$ cat src/include/qfsc_regs.svh
`ifndef QFSC_REGS_SVH
`define QFSC_REGS_SVH

// ----------------------------------------------------------------
// Clock and timing.
// ----------------------------------------------------------------
`define QFSC_CLK_HZ          25000000
`define QFSC_CLK_MHZ         25
`define QFSC_BLANK_MIN_NS    4160
`define QFSC_BLANK_MAX_NS    16000
`define QFSC_DELAY_NS        197
`define QFSC_FORCE_NS        2700
`define QFSC_STARTER_NS      23000
`define QFSC_FMAX_HZ         240000
`define QFSC_RESTART_S       2

// Least times round up to whole cycles.
`define QFSC_CEIL_CYC(ns)    ((((ns) * `QFSC_CLK_MHZ) + 999) / 1000)
`define QFSC_BLANK_MIN_CYC   `QFSC_CEIL_CYC(`QFSC_BLANK_MIN_NS)
`define QFSC_BLANK_MAX_CYC   `QFSC_CEIL_CYC(`QFSC_BLANK_MAX_NS)
`define QFSC_DELAY_CYC       `QFSC_CEIL_CYC(`QFSC_DELAY_NS)
`define QFSC_FORCE_CYC       `QFSC_CEIL_CYC(`QFSC_FORCE_NS)
`define QFSC_STARTER_CYC     `QFSC_CEIL_CYC(`QFSC_STARTER_NS)
`define QFSC_MIN_PERIOD_CYC  ((`QFSC_CLK_HZ + `QFSC_FMAX_HZ - 1) / `QFSC_FMAX_HZ)
`define QFSC_RESTART_CYC     (`QFSC_RESTART_S * `QFSC_CLK_HZ)

// ----------------------------------------------------------------
// Feedback code span and synchroniser bit positions.
// ----------------------------------------------------------------
`define QFSC_FBK_CODE_MAX    15
`define QFSC_S_ARM           0
`define QFSC_S_TRIG          1
`define QFSC_S_BURST_LOW     2
`define QFSC_S_BURST_HIGH    3
`define QFSC_S_VL_OFF        4
`define QFSC_S_VL_ON         5
`define QFSC_S_FOLD          6
`define QFSC_S_REG_ON        7
`define QFSC_S_STARTUP       8
`define QFSC_S_TURNOFF       9
`define QFSC_S_LOCKOUT       10
`define QFSC_S_DSUP_GOOD     11
`define QFSC_S_DSUP_LOW      12
`define QFSC_S_DSUP_OVER     13
`define QFSC_S_OTEMP         14
`define QFSC_S_RECT          15
`define QFSC_S_ILIM          16
`define QFSC_S_W             17

`endif

$ cat src/include/qfsc_pkg.sv
package qfsc_pkg;

  typedef enum logic [3:0] {
    ST_CHARGE,
    ST_SEQ,
    ST_DSUP_WAIT,
    ST_ON,
    ST_OFF,
    ST_DELAY,
    ST_BURST,
    ST_FAULT
  } qfsc_state_t;

endpackage

$ cat src/hw/qfsc_sync.sv
`timescale 1ns/1ps
module qfsc_sync #(
  parameter int N = 1
) (
  input  wire logic         clk,
  input  wire logic         rst_n,
  input  wire logic [N-1:0] d,
  output logic      [N-1:0] q
);

  // ----------------------------------------------------------------
  // Two flip-flops per comparator bit.
  // ----------------------------------------------------------------
  genvar i;
  generate
    for (i = 0; i < N; i++) begin : g_bit
      logic meta_r;
      always_ff @(posedge clk) begin
        if (!rst_n) begin
          meta_r <= 1'b0;
          q[i]   <= 1'b0;
        end else begin
          meta_r <= d[i];
          q[i]   <= meta_r;
        end
      end
    end
  endgenerate

endmodule

$ cat src/hw/qfsc_timer.sv
`timescale 1ns/1ps
module qfsc_timer #(
  parameter int W = 16
) (
  input  wire logic         clk,
  input  wire logic         rst_n,
  input  wire logic         clr,
  output logic      [W-1:0] cnt_r
);

  // ----------------------------------------------------------------
  // Saturating up counter, cleared to zero by clr.
  // ----------------------------------------------------------------
  always_ff @(posedge clk) begin
    if (!rst_n) begin
      cnt_r <= '0;
    end else if (clr) begin
      cnt_r <= '0;
    end else if (cnt_r != {W{1'b1}}) begin
      cnt_r <= cnt_r + 1'b1;
    end
  end

endmodule

$ cat src/hw/qfsc_core.sv
// What this block does
// - Armed trigger fires on falling demag crossing.
// - Arming needs prior rise above arm level.
// - Triggers ignored during blanking after turn-on.
// - Switching period never below 240 kHz limit.
// - Blanking shrinks linearly with rising feedback.
// - Valid late trigger turns on after delay.
// - Without valley lock, only first trigger after blanking counts.
// - Forced turn-on after timeout past blanking.
// - Starter runs cycles until arming succeeds.
// - Valley lock holds skipped valley count.
// - Valley lock off below 1.3, on 1.43.
// - Feedback below burst minus hysteresis stops switching.
// - Burst pause ends at burst threshold.
// - Charge slow below foldback, then full.
// - Driver regulator enabled at regulator level.
// - Ordered start-up switch sequence at threshold.
// - No switching before driver supply good.
// - Gate blocked while driver supply too high.
// - Low driver supply stops switching.
// - Supply below turn-off reverts to charging.
// - Lockout falling edge resets all state except the input synchronisers and lockout edge register.
// - Faults hold off for restart interval.
// - Blanking 4.16 us high, 16 us low.
// - Turn-on delay about 197 ns.
`timescale 1ns/1ps
`include "qfsc_regs.svh"
module qfsc_core #(
  parameter int unsigned RESTART_CYC = `QFSC_RESTART_CYC
) (
  input  wire logic       CLK,
  input  wire logic       RST_B,
  input  wire logic       DEMAG_ABOVE_ARM,
  input  wire logic       DEMAG_BELOW_TRIG,
  input  wire logic       FEEDBACK_BELOW_BURST_HYST,
  input  wire logic       FEEDBACK_ABOVE_BURST,
  input  wire logic       FEEDBACK_BELOW_VL_OFF,
  input  wire logic       FEEDBACK_ABOVE_VL_ON,
  input  wire logic [3:0] FEEDBACK_CODE,
  input  wire logic       SUPPLY_ABOVE_FOLDBACK,
  input  wire logic       SUPPLY_ABOVE_REG_ON,
  input  wire logic       SUPPLY_ABOVE_STARTUP,
  input  wire logic       SUPPLY_BELOW_TURNOFF,
  input  wire logic       SUPPLY_ABOVE_LOCKOUT,
  input  wire logic       DRIVER_SUPPLY_GOOD,
  input  wire logic       DRIVER_SUPPLY_LOW,
  input  wire logic       DRIVER_SUPPLY_OVER,
  input  wire logic       OVER_TEMP,
  input  wire logic       RECT_SHORT_FAULT,
  input  wire logic       CURRENT_LIMIT,
  output logic            GATE_ON,
  output logic            CHARGE_EN,
  output logic            CHARGE_FULL_RATE,
  output logic            HV_GATE_PATH_SWITCH,
  output logic            GATE_PULLDOWN_SWITCH,
  output logic            HV_TO_INOVP_SWITCH,
  output logic            LOWSIDE_SENSE_SWITCH,
  output logic            DRIVER_SUPPLY_REG_EN,
  output logic            LOW_QUIESCENT,
  output logic            VALLEY_LOCK_EN,
  output logic            TRIGGER_ARMED,
  output logic            FAULT_RESTART_WAIT
);
  import qfsc_pkg::*;

  localparam logic [15:0] BMIN   = 16'(`QFSC_BLANK_MIN_CYC);
  localparam logic [15:0] BMAX   = 16'(`QFSC_BLANK_MAX_CYC);
  localparam logic [15:0] FORCE  = 16'(`QFSC_FORCE_CYC);
  localparam logic [15:0] START  = 16'(`QFSC_STARTER_CYC);
  localparam logic [15:0] CMAX   = 16'(`QFSC_FBK_CODE_MAX);
  localparam logic [31:0] DLYM1  = 32'(`QFSC_DELAY_CYC - 1);
  localparam logic [31:0] RSTM1  = RESTART_CYC - 32'd1;
  localparam int          DLY    = `QFSC_DELAY_CYC;
  localparam int          MINP   = `QFSC_MIN_PERIOD_CYC;

  // ----------------------------------------------------------------
  // Comparator synchronisers and internal reset.
  // ----------------------------------------------------------------
  logic [`QFSC_S_W-1:0] s;
  logic                 lock_d_r;
  logic                 lockout_fall;
  logic                 rst_n_i;

  qfsc_sync #(.N(`QFSC_S_W)) u_sync (
    .clk   (CLK),
    .rst_n (RST_B),
    .d     ({CURRENT_LIMIT, RECT_SHORT_FAULT, OVER_TEMP, DRIVER_SUPPLY_OVER,
             DRIVER_SUPPLY_LOW, DRIVER_SUPPLY_GOOD, SUPPLY_ABOVE_LOCKOUT,
             SUPPLY_BELOW_TURNOFF, SUPPLY_ABOVE_STARTUP, SUPPLY_ABOVE_REG_ON,
             SUPPLY_ABOVE_FOLDBACK, FEEDBACK_ABOVE_VL_ON, FEEDBACK_BELOW_VL_OFF,
             FEEDBACK_ABOVE_BURST, FEEDBACK_BELOW_BURST_HYST, DEMAG_BELOW_TRIG,
             DEMAG_ABOVE_ARM}),
    .q     (s)
  );

  always_ff @(posedge CLK) begin
    if (!RST_B) begin
      lock_d_r <= 1'b0;
    end else begin
      lock_d_r <= s[`QFSC_S_LOCKOUT];
    end
  end

  assign lockout_fall = lock_d_r & ~s[`QFSC_S_LOCKOUT];
  assign rst_n_i      = RST_B & ~lockout_fall;

  // ----------------------------------------------------------------
  // Timers and blanking length.
  // ----------------------------------------------------------------
  qfsc_state_t state_r;
  qfsc_state_t state_nxt;
  logic [15:0] per_cnt;
  logic [31:0] st_tmr;
  logic [15:0] blank_len;
  logic [15:0] force_at;

  qfsc_timer #(.W(16)) u_per (
    .clk   (CLK),
    .rst_n (rst_n_i),
    .clr   (state_nxt == ST_ON && state_r != ST_ON),
    .cnt_r (per_cnt)
  );

  qfsc_timer #(.W(32)) u_st (
    .clk   (CLK),
    .rst_n (rst_n_i),
    .clr   (state_nxt != state_r),
    .cnt_r (st_tmr)
  );

  assign blank_len = BMAX - 16'(((BMAX - BMIN) * {12'h000, FEEDBACK_CODE}) / CMAX);

  // ----------------------------------------------------------------
  // Trigger arming, valley counting and valley lock.
  // ----------------------------------------------------------------
  logic       arm_d_r;
  logic       trig_d_r;
  logic       armed_r;
  logic       locked_r;
  logic       vl_en_r;
  logic [3:0] vcnt_r;
  logic [3:0] lock_vc_r;
  logic       trig_fall;
  logic       fire_trig;
  logic       fire;
  logic       off_st;
  logic       run_st;
  logic       prio;

  assign off_st    = (state_r == ST_OFF);
  assign run_st    = (state_r == ST_ON) | off_st | (state_r == ST_DELAY);
  assign trig_fall = s[`QFSC_S_TRIG] & ~trig_d_r;
  assign force_at  = blank_len + (locked_r ? FORCE : START);
  assign fire_trig = off_st & trig_fall & armed_r & (per_cnt >= blank_len) &
                     (~vl_en_r | (vcnt_r >= lock_vc_r));
  assign fire      = fire_trig | (off_st & (per_cnt >= force_at));
  assign prio      = s[`QFSC_S_TURNOFF] | s[`QFSC_S_OTEMP] | s[`QFSC_S_RECT] |
                     s[`QFSC_S_DSUP_LOW];

  // The sense rests below the trigger level, so the delayed copy starts high and reset makes no false crossing.
  always_ff @(posedge CLK) begin
    if (!rst_n_i) begin
      arm_d_r  <= 1'b0;
      trig_d_r <= 1'b1;
    end else begin
      arm_d_r  <= s[`QFSC_S_ARM];
      trig_d_r <= s[`QFSC_S_TRIG];
    end
  end

  always_ff @(posedge CLK) begin
    if (!rst_n_i) begin
      armed_r  <= 1'b0;
      locked_r <= 1'b0;
    end else if (fire) begin
      armed_r  <= 1'b0;
    end else if (s[`QFSC_S_ARM] & ~arm_d_r) begin
      armed_r  <= 1'b1;
      locked_r <= 1'b1;
    end
  end

  always_ff @(posedge CLK) begin
    if (!rst_n_i) begin
      vl_en_r <= 1'b0;
    end else if (s[`QFSC_S_VL_OFF]) begin
      vl_en_r <= 1'b0;
    end else if (s[`QFSC_S_VL_ON]) begin
      vl_en_r <= 1'b1;
    end
  end

  // Valleys seen since turn-on; the locked count lock_vc_r is frozen while the lock holds.
  always_ff @(posedge CLK) begin
    if (!rst_n_i) begin
      vcnt_r    <= 4'h0;
      lock_vc_r <= 4'h0;
    end else begin
      if (state_r == ST_ON) begin
        vcnt_r <= 4'h0;
      end else if (off_st && trig_fall && vcnt_r != 4'hF) begin
        vcnt_r <= vcnt_r + 4'h1;
      end
      if (fire_trig && !vl_en_r) begin
        lock_vc_r <= vcnt_r;
      end
    end
  end

  // ----------------------------------------------------------------
  // Control state machine.
  // ----------------------------------------------------------------
  always_comb begin
    state_nxt = state_r;
    case (state_r)
      ST_CHARGE: begin
        if (s[`QFSC_S_STARTUP] && !s[`QFSC_S_TURNOFF]) begin
          state_nxt = ST_SEQ;
        end
      end
      ST_SEQ: begin
        if (st_tmr >= 32'd4) begin
          state_nxt = ST_DSUP_WAIT;
        end
      end
      ST_DSUP_WAIT: begin
        if (s[`QFSC_S_DSUP_GOOD]) begin
          state_nxt = ST_OFF;
        end
      end
      ST_ON: begin
        // A blocked pulse still ends the on-time, so releasing the block never opens a short period.
        if (s[`QFSC_S_ILIM] || s[`QFSC_S_DSUP_OVER]) begin
          state_nxt = ST_OFF;
        end
      end
      ST_OFF: begin
        if (fire) begin
          state_nxt = ST_DELAY;
        end
      end
      ST_DELAY: begin
        if (st_tmr >= DLYM1) begin
          state_nxt = ST_ON;
        end
      end
      ST_BURST: begin
        if (s[`QFSC_S_BURST_HIGH]) begin
          state_nxt = ST_OFF;
        end
      end
      ST_FAULT: begin
        if (st_tmr >= RSTM1) begin
          state_nxt = ST_DSUP_WAIT;
        end
      end
      default: state_nxt = ST_CHARGE;
    endcase
    if (state_r != ST_CHARGE && state_r != ST_SEQ) begin
      if (s[`QFSC_S_TURNOFF]) begin
        state_nxt = ST_CHARGE;
      end else if (state_r != ST_FAULT && (s[`QFSC_S_OTEMP] || s[`QFSC_S_RECT])) begin
        state_nxt = ST_FAULT;
      end else if (state_r != ST_FAULT && state_r != ST_DSUP_WAIT && s[`QFSC_S_DSUP_LOW]) begin
        state_nxt = ST_DSUP_WAIT;
      end else if (run_st && s[`QFSC_S_BURST_LOW]) begin
        state_nxt = ST_BURST;
      end
    end
  end

  always_ff @(posedge CLK) begin
    if (!rst_n_i) begin
      state_r <= ST_CHARGE;
    end else begin
      state_r <= state_nxt;
    end
  end

  // ----------------------------------------------------------------
  // Start-up switch sequence and supply control.
  // ----------------------------------------------------------------
  logic charge_r;
  logic full_r;
  logic gpath_r;
  logic pd_r;
  logic inovp_r;
  logic lss_r;
  logic reg_en_r;

  always_ff @(posedge CLK) begin
    if (!rst_n_i || state_r == ST_CHARGE) begin
      charge_r <= 1'b1;
      gpath_r  <= 1'b1;
      pd_r     <= 1'b0;
      inovp_r  <= 1'b0;
      lss_r    <= 1'b0;
    end else if (state_r == ST_SEQ) begin
      case (st_tmr[2:0])
        3'h0:    charge_r <= 1'b0;
        3'h1:    gpath_r  <= 1'b0;
        3'h2:    pd_r     <= 1'b1;
        3'h3:    inovp_r  <= 1'b1;
        3'h4:    lss_r    <= 1'b1;
        default: lss_r    <= lss_r;
      endcase
    end
  end

  always_ff @(posedge CLK) begin
    if (!rst_n_i) begin
      full_r   <= 1'b0;
      reg_en_r <= 1'b0;
    end else begin
      full_r <= s[`QFSC_S_FOLD];
      if (s[`QFSC_S_REG_ON]) begin
        reg_en_r <= 1'b1;
      end
    end
  end

  assign GATE_ON              = (state_r == ST_ON) & ~s[`QFSC_S_DSUP_OVER];
  assign CHARGE_EN            = charge_r;
  assign CHARGE_FULL_RATE     = charge_r & full_r;
  assign HV_GATE_PATH_SWITCH  = gpath_r;
  assign GATE_PULLDOWN_SWITCH = pd_r;
  assign HV_TO_INOVP_SWITCH   = inovp_r;
  assign LOWSIDE_SENSE_SWITCH = lss_r;
  assign DRIVER_SUPPLY_REG_EN = reg_en_r;
  assign LOW_QUIESCENT        = (state_r == ST_BURST);
  assign VALLEY_LOCK_EN       = vl_en_r;
  assign TRIGGER_ARMED        = armed_r;
  assign FAULT_RESTART_WAIT   = (state_r == ST_FAULT);
endmodule

$ cat config.mk
export PLATFORM = sky130hd
export DESIGN_NAME = qfsc_core
export DESIGN_NICKNAME = d
export VERILOG_FILES = /design/src/include/qfsc_pkg.sv /design/src/hw/qfsc_sync.sv /design/src/hw/qfsc_timer.sv /design/src/hw/qfsc_core.sv
export VERILOG_INCLUDE_DIRS = /design/src /design/src/include
export SDC_FILE = /design/constraint.sdc
export NUM_CORES = 1
export LEC_CHECK = 0
export ABC_AREA = 1
export BUFFER_PORTS_ARGS = -buffer_cell sky130_fd_sc_hd__buf_2
export CORE_MARGIN = 8
export CORE_UTILIZATION = 62
export CTS_CLUSTER_DIAMETER = 120
export DETAILED_ROUTE_END_ITERATION = 10
export PLACE_DENSITY = 0.8
export SKIP_CTS_REPAIR_TIMING = 1
export SLEW_MARGIN = 20
export SYNTH_ARGS = -nofsm -noshare
export SYNTH_HDL_FRONTEND = slang
export SYNTH_SLANG_ARGS = --single-unit
export TNS_END_PERCENT = 100
$ cat constraint.sdc
create_clock -name CLK -period 14.3 [get_ports CLK]
set_input_delay 3.575 -clock CLK [delete_from_list [all_inputs] [get_ports CLK]]
set_output_delay 3.575 -clock CLK [all_outputs]
set_load 0.01 [all_outputs]
=== Yosys cells after proc, flatten, opt, wreduce, memory -nomap -nowiden ===
Index checks and enable logic that the tools add are counted.

* Memories kept: 0
* Output and inout port bits: 12
* Memory bits (read-only): 0
* Bits in writable memories: 0
* Bits in latches: 0
* Word-level logic and storage cells: 152
* Input port bits: 23
* Register bits: 107

* Bitwise gates (word level): 23
* $add $sub $neg: 5
* Equality and inequality tests: 20
* Muxes and demuxes: 15
* Div/mod/pow operators: 1
* Reduce and logical (&&, ||, !) cells: 30
* Multipliers: 1
* Shifts and indexed selects: 0
* Magnitude comparators: 5

{| class="wikitable"
|+ Operators with widths
! cell !! count
|-
| $mux W4 || 13
|-
| $add A32 B1 Y32 const B || 1
|-
| $ge A16 B16 Y1 || 2
|-
| $ge A32 B26 Y1 const B || 1
|-
| $ge A32 B3 Y1 const B || 1
|-
| $ne A32 B32 Y1 const B || 1
|-
| $pmux W4 S8 || 1
|-
| $add A16 B1 Y16 const B || 1
|-
| $add A16 B10 Y16 || 1
|-
| $div A13 B4 Y16 const B || 1
|-
| $eq A4 B3 Y1 const B || 4
|-
| $ne A16 B16 Y1 const B || 1
|-
| $sub A9 B16 Y16 const A || 1
|-
| $eq A4 B2 Y1 const B || 3
|-
| $reduce_and A2 Y1 || 6
|-
| $and A1 B1 Y1 || 11
|-
| $logic_and A1 B1 Y1 || 10
|-
| $mul A6 B4 Y10 const A || 1
|-
| $mux W10 || 1
|-
| $reduce_or A2 Y1 || 5
|-
| $ne A4 B2 Y1 const B || 2
|-
| $not A1 Y1 || 8
|-
| $eq A3 B2 Y1 const B || 2
|-
| $add A4 B1 Y4 const B || 1
|-
| other kinds (14) || 21
|}

=== Depth between registers and ports, before layout ===
* Depth after elaboration: 17
* Mapped depth: 78

=== By module ===
A second synthesis with hierarchy kept.

* Cells, all modules: 1203
* Area, all modules: 7905.1 um^2

{| class="wikitable"
|+ By module, submodules not included
! module !! area an instance (um^2) !! cells each !! instances !! sequential area each (um^2)
|-
| qfsc_core || 4021.4 || 629 || 1 || 500.5
|-
| qfsc_timer (u_st) || 1985.7 || 329 || 1 || 640.6
|-
| qfsc_sync || 977.2 || 106 || 1 || 680.7
|-
| qfsc_timer (u_per) || 920.9 || 139 || 1 || 320.3
|}

=== Worst setup path after synthesis ===
No wires, ideal clock.

* Kind: in2reg
* Start point: input port FEEDBACK_CODE[1]
* End point: register u_st.cnt_r[6]
* Required time: 14.181 ns
* Buffers on the path: 1
* Slack: 2.482 ns
* Arrival: 11.699 ns
* Cell stages on the path: 67
* Library setup time: 0.119 ns
* Cells stage by stage: ha_1 > ha_1 > ha_1 > nand3_1 > nand3_1 > nand2_2 > nand2_1 > nor2_2 > nand3_1 > nand3_2 > nand2_4 > nor2_2 > nand3_2 > nand2_1 > inv_1 > nand2_2 > nand3_2 > o21ai_4 > [... 31 more ...] > o21a_1 > o21a_1 > o21a_1 > o21a_1 > o21a_1 > o21ai_0 > nand2_1 > a21oi_1 > nor2_1 > a211oi_1 > o221ai_1 > nand3_1 > nand3_2 > nand2_2 > nand2_2 > nand3_4 > buf_6 > nor2_2

* Longest elaborated chain between the ends: 16
* Elaborated cells between the ends (all ways): 19
* Those cells by class: add/sub: 2; mul: 1; div: 1; order compare: 2; eq/ne: 1; mux: 7; bitwise: 4; reduce/logical: 1

{| class="wikitable"
|+ RTL lines
! element !! RTL line !! source
|-
| start: declaration || qfsc_core.sv:39 || <nowiki>input wire logic [3:0] FEEDBACK_CODE,</nowiki>
|-
| $mul A6 B4 Y10 * || qfsc_core.sv:131 || <nowiki>assign blank_len = BMAX - 16'(((BMAX - BMIN) * {12'h000, FEEDBACK_CODE}) / CMAX);</nowiki>
|-
| $div A13 B4 Y16 * || qfsc_core.sv:131 ||
|-
| $sub A9 B16 Y16 * || qfsc_core.sv:131 ||
|-
| $add A16 B10 Y16 or $ge A16 B16 Y1 (tied branches) || qfsc_core.sv:153, qfsc_core.sv:154 ||
|-
| $ge A16 B16 Y1 or $and A1 B1 Y1 (tied branches) || qfsc_core.sv:156, qfsc_core.sv:154 ||
|-
| $and A1 B1 Y1 (on tied branches) || qfsc_core.sv:156, qfsc_core.sv:154 ||
|-
| $or A1 B1 Y1 * || qfsc_core.sv:156 || <nowiki>assign fire = fire_trig | (off_st & (per_cnt >= force_at));</nowiki>
|-
| $mux W4 * || qfsc_core.sv:238 || <nowiki>if (fire) begin</nowiki>
|-
| $pmux W4 S8 * || qfsc_core.sv:215 || <nowiki>case (state_r)</nowiki>
|-
| $mux W4 || qfsc_core.sv:266 || <nowiki>end else if (run_st && s[`QFSC_S_BURST_LOW]) begin</nowiki>
|-
| $mux W4 || qfsc_core.sv:264 || <nowiki>end else if (state_r != ST_FAULT && state_r != ST_DSUP_WAIT && s[`QFSC_S_DSUP_LOW]) begin</nowiki>
|-
| $mux W4 || qfsc_core.sv:262 || <nowiki>end else if (state_r != ST_FAULT && (s[`QFSC_S_OTEMP] || s[`QFSC_S_RECT])) begin</nowiki>
|-
| $mux W4 || qfsc_core.sv:260 || <nowiki>if (s[`QFSC_S_TURNOFF]) begin</nowiki>
|-
| $mux W4 * || qfsc_core.sv:259 || <nowiki>if (state_r != ST_CHARGE && state_r != ST_SEQ) begin</nowiki>
|-
| $ne A4 B4 Y1 * || qfsc_core.sv:127 || <nowiki>.clr (state_nxt != state_r),</nowiki>
|-
| $reduce_or A2 Y1 (no source line) * || - ||
|-
| end signal: assignment || qfsc_timer.sv:20 || <nowiki>cnt_r <= cnt_r + 1'b1;</nowiki>
|-
| end: declaration || qfsc_timer.sv:8 || <nowiki>output logic [W-1:0] cnt_r</nowiki>
|}

Every way passes the cells marked *; elsewhere a longest branch is shown, timed or not.
A chain may end at the register's enable or synchronous reset.

=== Worst setup path after layout ===
* Start point: input port FEEDBACK_CODE[1]
* End point: register u_st.cnt_r[25]

Same word-level chain as after synthesis.

==> run metrics <==
setup TNS 0 ns; number of synthesized register bits 107; largest cells by area after synthesis dfxtp_1, nand2_1, ha_1; pwr dens 149 mW/mm^2; placed inst area 0.00743 sq mm; clk sink count 107; CTS Buf Count 9; area grow syn2layout 8.29%; initial antenna violation count 0; CP arrival 13.16 ns; gr ovfl total 0; CTS tree built; max-cap viol count 0; Slew Viols, Final 0; status finished, final reports clean; HPWL after DPL 10800 um; Antenna Diode Count 0; Top delay family on crit path simple AND/OR/NAND/NOR gates; Syn Area/Cell 6.97 sq um; first-pass GRT wire length 24900 um; unrepaired setup endpoints after global routing no; Max Clock Freq 77.6 MHz; Cell variety after synth 56; Seq/Total Area, Yosys 30.0%; chip width 123 um; Synthesized Nets 1109; share of cells above drive strength 1 12.3%; DR vias 6211; row count 39; GP Congestion 0.921; cell taking the most area after synthesis dfxtp_1; gr usage total 19.3%; clock-pin slew on the worst setup and hold paths 0.08 ns; final core utilization 68.3%; clock buffer depth 2; Overall Power 0.00115 W; die height 123 um; top cell type's share of synthesized area 30.0%; Worst Skew 0.00954 ns; starting DRC count in detailed routing 341; final net count 1145; Design Area, Final 0.00773 sq mm; vias per cell 5.14; hold_ws 0.405 ns; cell area after synthesis 0.00714 sq mm; core box area 0.0113 sq mm; Worst Path Class, Setup in -> reg; CP bufs+invs 11; # DRC 0; Pre-antenna DRT Iters 5; HP Class reg -> reg; fin crit period 12.89 ns; I/O Buffers 34; number of global-route vias before repair 5942; Critical Path End Type flop; Routed Wire Length 13700 um; Tcrit/Tclk final 90.1%; Finish-stage setup viols 0; synth warn 0; largest stage delay on the critical path 0.52 ns; wire per inst 11.4 um; Critical Path RT 14.57 ns; CP Max Fanout 32; Worst VDD drop 0.000161 V; Max-slew headroom 52.6%; CP startpoint kind input pin; leakage power 3.80 nW; Worst-Skew Late Latency 0.35 ns; Initial Utilization 63.1%; Mapped Cells 1024; most used cell along the critical path nand2_1; die area 0.0152 sq mm; I/O pin count 35; CTS H-tree depth 3; CTS root buffer clkbuf_16; ANT nets after route 0; worst slew pin tran 0.705 ns; Final Hold Fails 0; largest net degree at the start of global routing 37; Worst path slowest cell fa_1
==> cell usage in the layout (no fill, tap or decap), types with 9 or more instances in the layout <==
cell type  count
a21oi_1       30
buf_2         34
clkbuf_16      9
dfxtp_1      107
ha_1          61
inv_1        177
nand2_1      209
nand2_2       18
nand3_1       58
nand3_2       10
nand4_1       24
nor2_1       106
nor2_2        28
nor3_1        27
nor4_1        15
o21ai_0       26
xnor2_1       10
xor2_1        40
==> synthesized netlist by cell type, drive strengths merged <==
cell type	number
a211oi	3
a21boi	1
a21o	4
a21oi	30
a22o	1
a311oi	1
a31o	1
a31oi	2
and2	2
and3	1
buf	5
clkbuf	5
clkinv	2
conb	1
dfxtp	107
fa	1
ha	61
inv	184
mux2i	1
nand2	230
nand3	70
nand3b	1
nand4	25
nor2	136
nor3	28
nor3b	2
nor4	15
o2111ai	1
o211ai	1
o21a	6
o21ai	34
o21bai	1
o221ai	1
o22ai	3
o31ai	1
o32ai	1
or2	4
xnor2	10
xor2	41
==> routing by layer <==
metal  wire length, um  GRT usage [%]  vias to the layer above
met5                 0              0                        -
met4               209           5.94                        0
met3               360           2.83                       18
met2              6410           33.3                       78
met1              6750           24.3                     2771
li1                  -              -                     3344
==> power breakdown <==
| group | switching, W | internal [W] | total, W |
|---|---|---|---|
| Combinational | 0.000365 | 0.000230 | 0.000595 |
| Clock | 0.000122 | 0.000125 | 0.000247 |
| Sequential | 0.00000427 | 0.000305 | 0.000309 |
| Total | 0.000491 | 0.000660 | 0.00115 |
==> stage by stage <==
step	setup WS (ns)	instances
global route	0.375	1208
floorplan	2.48	1024
finish	1.41	1208
CTS	1.41	1208
detailed placement	1.12	1192
global placement	1.45	1192
==> final timing paths <==
kind | startpoint | endpoint | slack, ns | depth (start not counted)
worst max-delay path | FEEDBACK_CODE[1] | u_st.cnt_r[25]$_SDFFE_PP0P_ | 1.41 | 68
worst min-delay path | u_sync.q[4]$_SDFF_PN0_ | VALLEY_LOCK_EN$_SDFFE_PP0P_ | 0.40 | 1
worst max register to register | locked_r$_SDFFE_PN0P_ | u_st.cnt_r[25]$_SDFFE_PP0P_ | 9.88 | 22
worst min register to register | u_sync.q[4]$_SDFF_PN0_ | VALLEY_LOCK_EN$_SDFFE_PP0P_ | 0.40 | 1
==> flip-flops by register name (all words and copies together) (netlist names) <==
| signal | flops |
|---|---|
| u_st.cnt_r | 32 |
| u_sync.g_bit.meta_r | 17 |
| u_sync.q | 17 |
| u_per.cnt_r | 16 |
| lock_vc_r | 4 |
| state_r | 4 |
| vcnt_r | 4 |
| CHARGE_EN | 1 |
| DRIVER_SUPPLY_REG_EN | 1 |
| GATE_PULLDOWN_SWITCH | 1 |
| HV_GATE_PATH_SWITCH | 1 |
| HV_TO_INOVP_SWITCH | 1 |
| LOWSIDE_SENSE_SWITCH | 1 |
| TRIGGER_ARMED | 1 |
| VALLEY_LOCK_EN | 1 |
| arm_d_r | 1 |
| full_r | 1 |
| lock_d_r | 1 |
| locked_r | 1 |
| trig_d_r | 1 |
==> area by class of cell <==
type	count	area, sq um
clock inverter	7	78.8
sequential	107	2140
timing repair buffer	35	178
multi-input combinational	721	4230
fill	984	3590
clock buffer	9	225
inverter	186	699
tap	143	179
==> kinds of logic (layout without fill, tap and decap cells) <==
group | after synthesis | in the layout | share of synthesized area [%]
multiplexers | 1 | 1 | 0.140
other | 1 | 1 | 0.0525
XOR/XNOR | 51 | 51 | 6.36
AO/OA/AOI/OAI | 92 | 92 | 7.76
AND/OR/NAND/NOR | 514 | 514 | 34.0
buffers and inverters | 196 | 237 | 10.8
flip-flops | 107 | 107 | 30.0
adder cells (fa/ha/maj) | 62 | 62 | 11.0
Power figures use the tool's default switching activity.
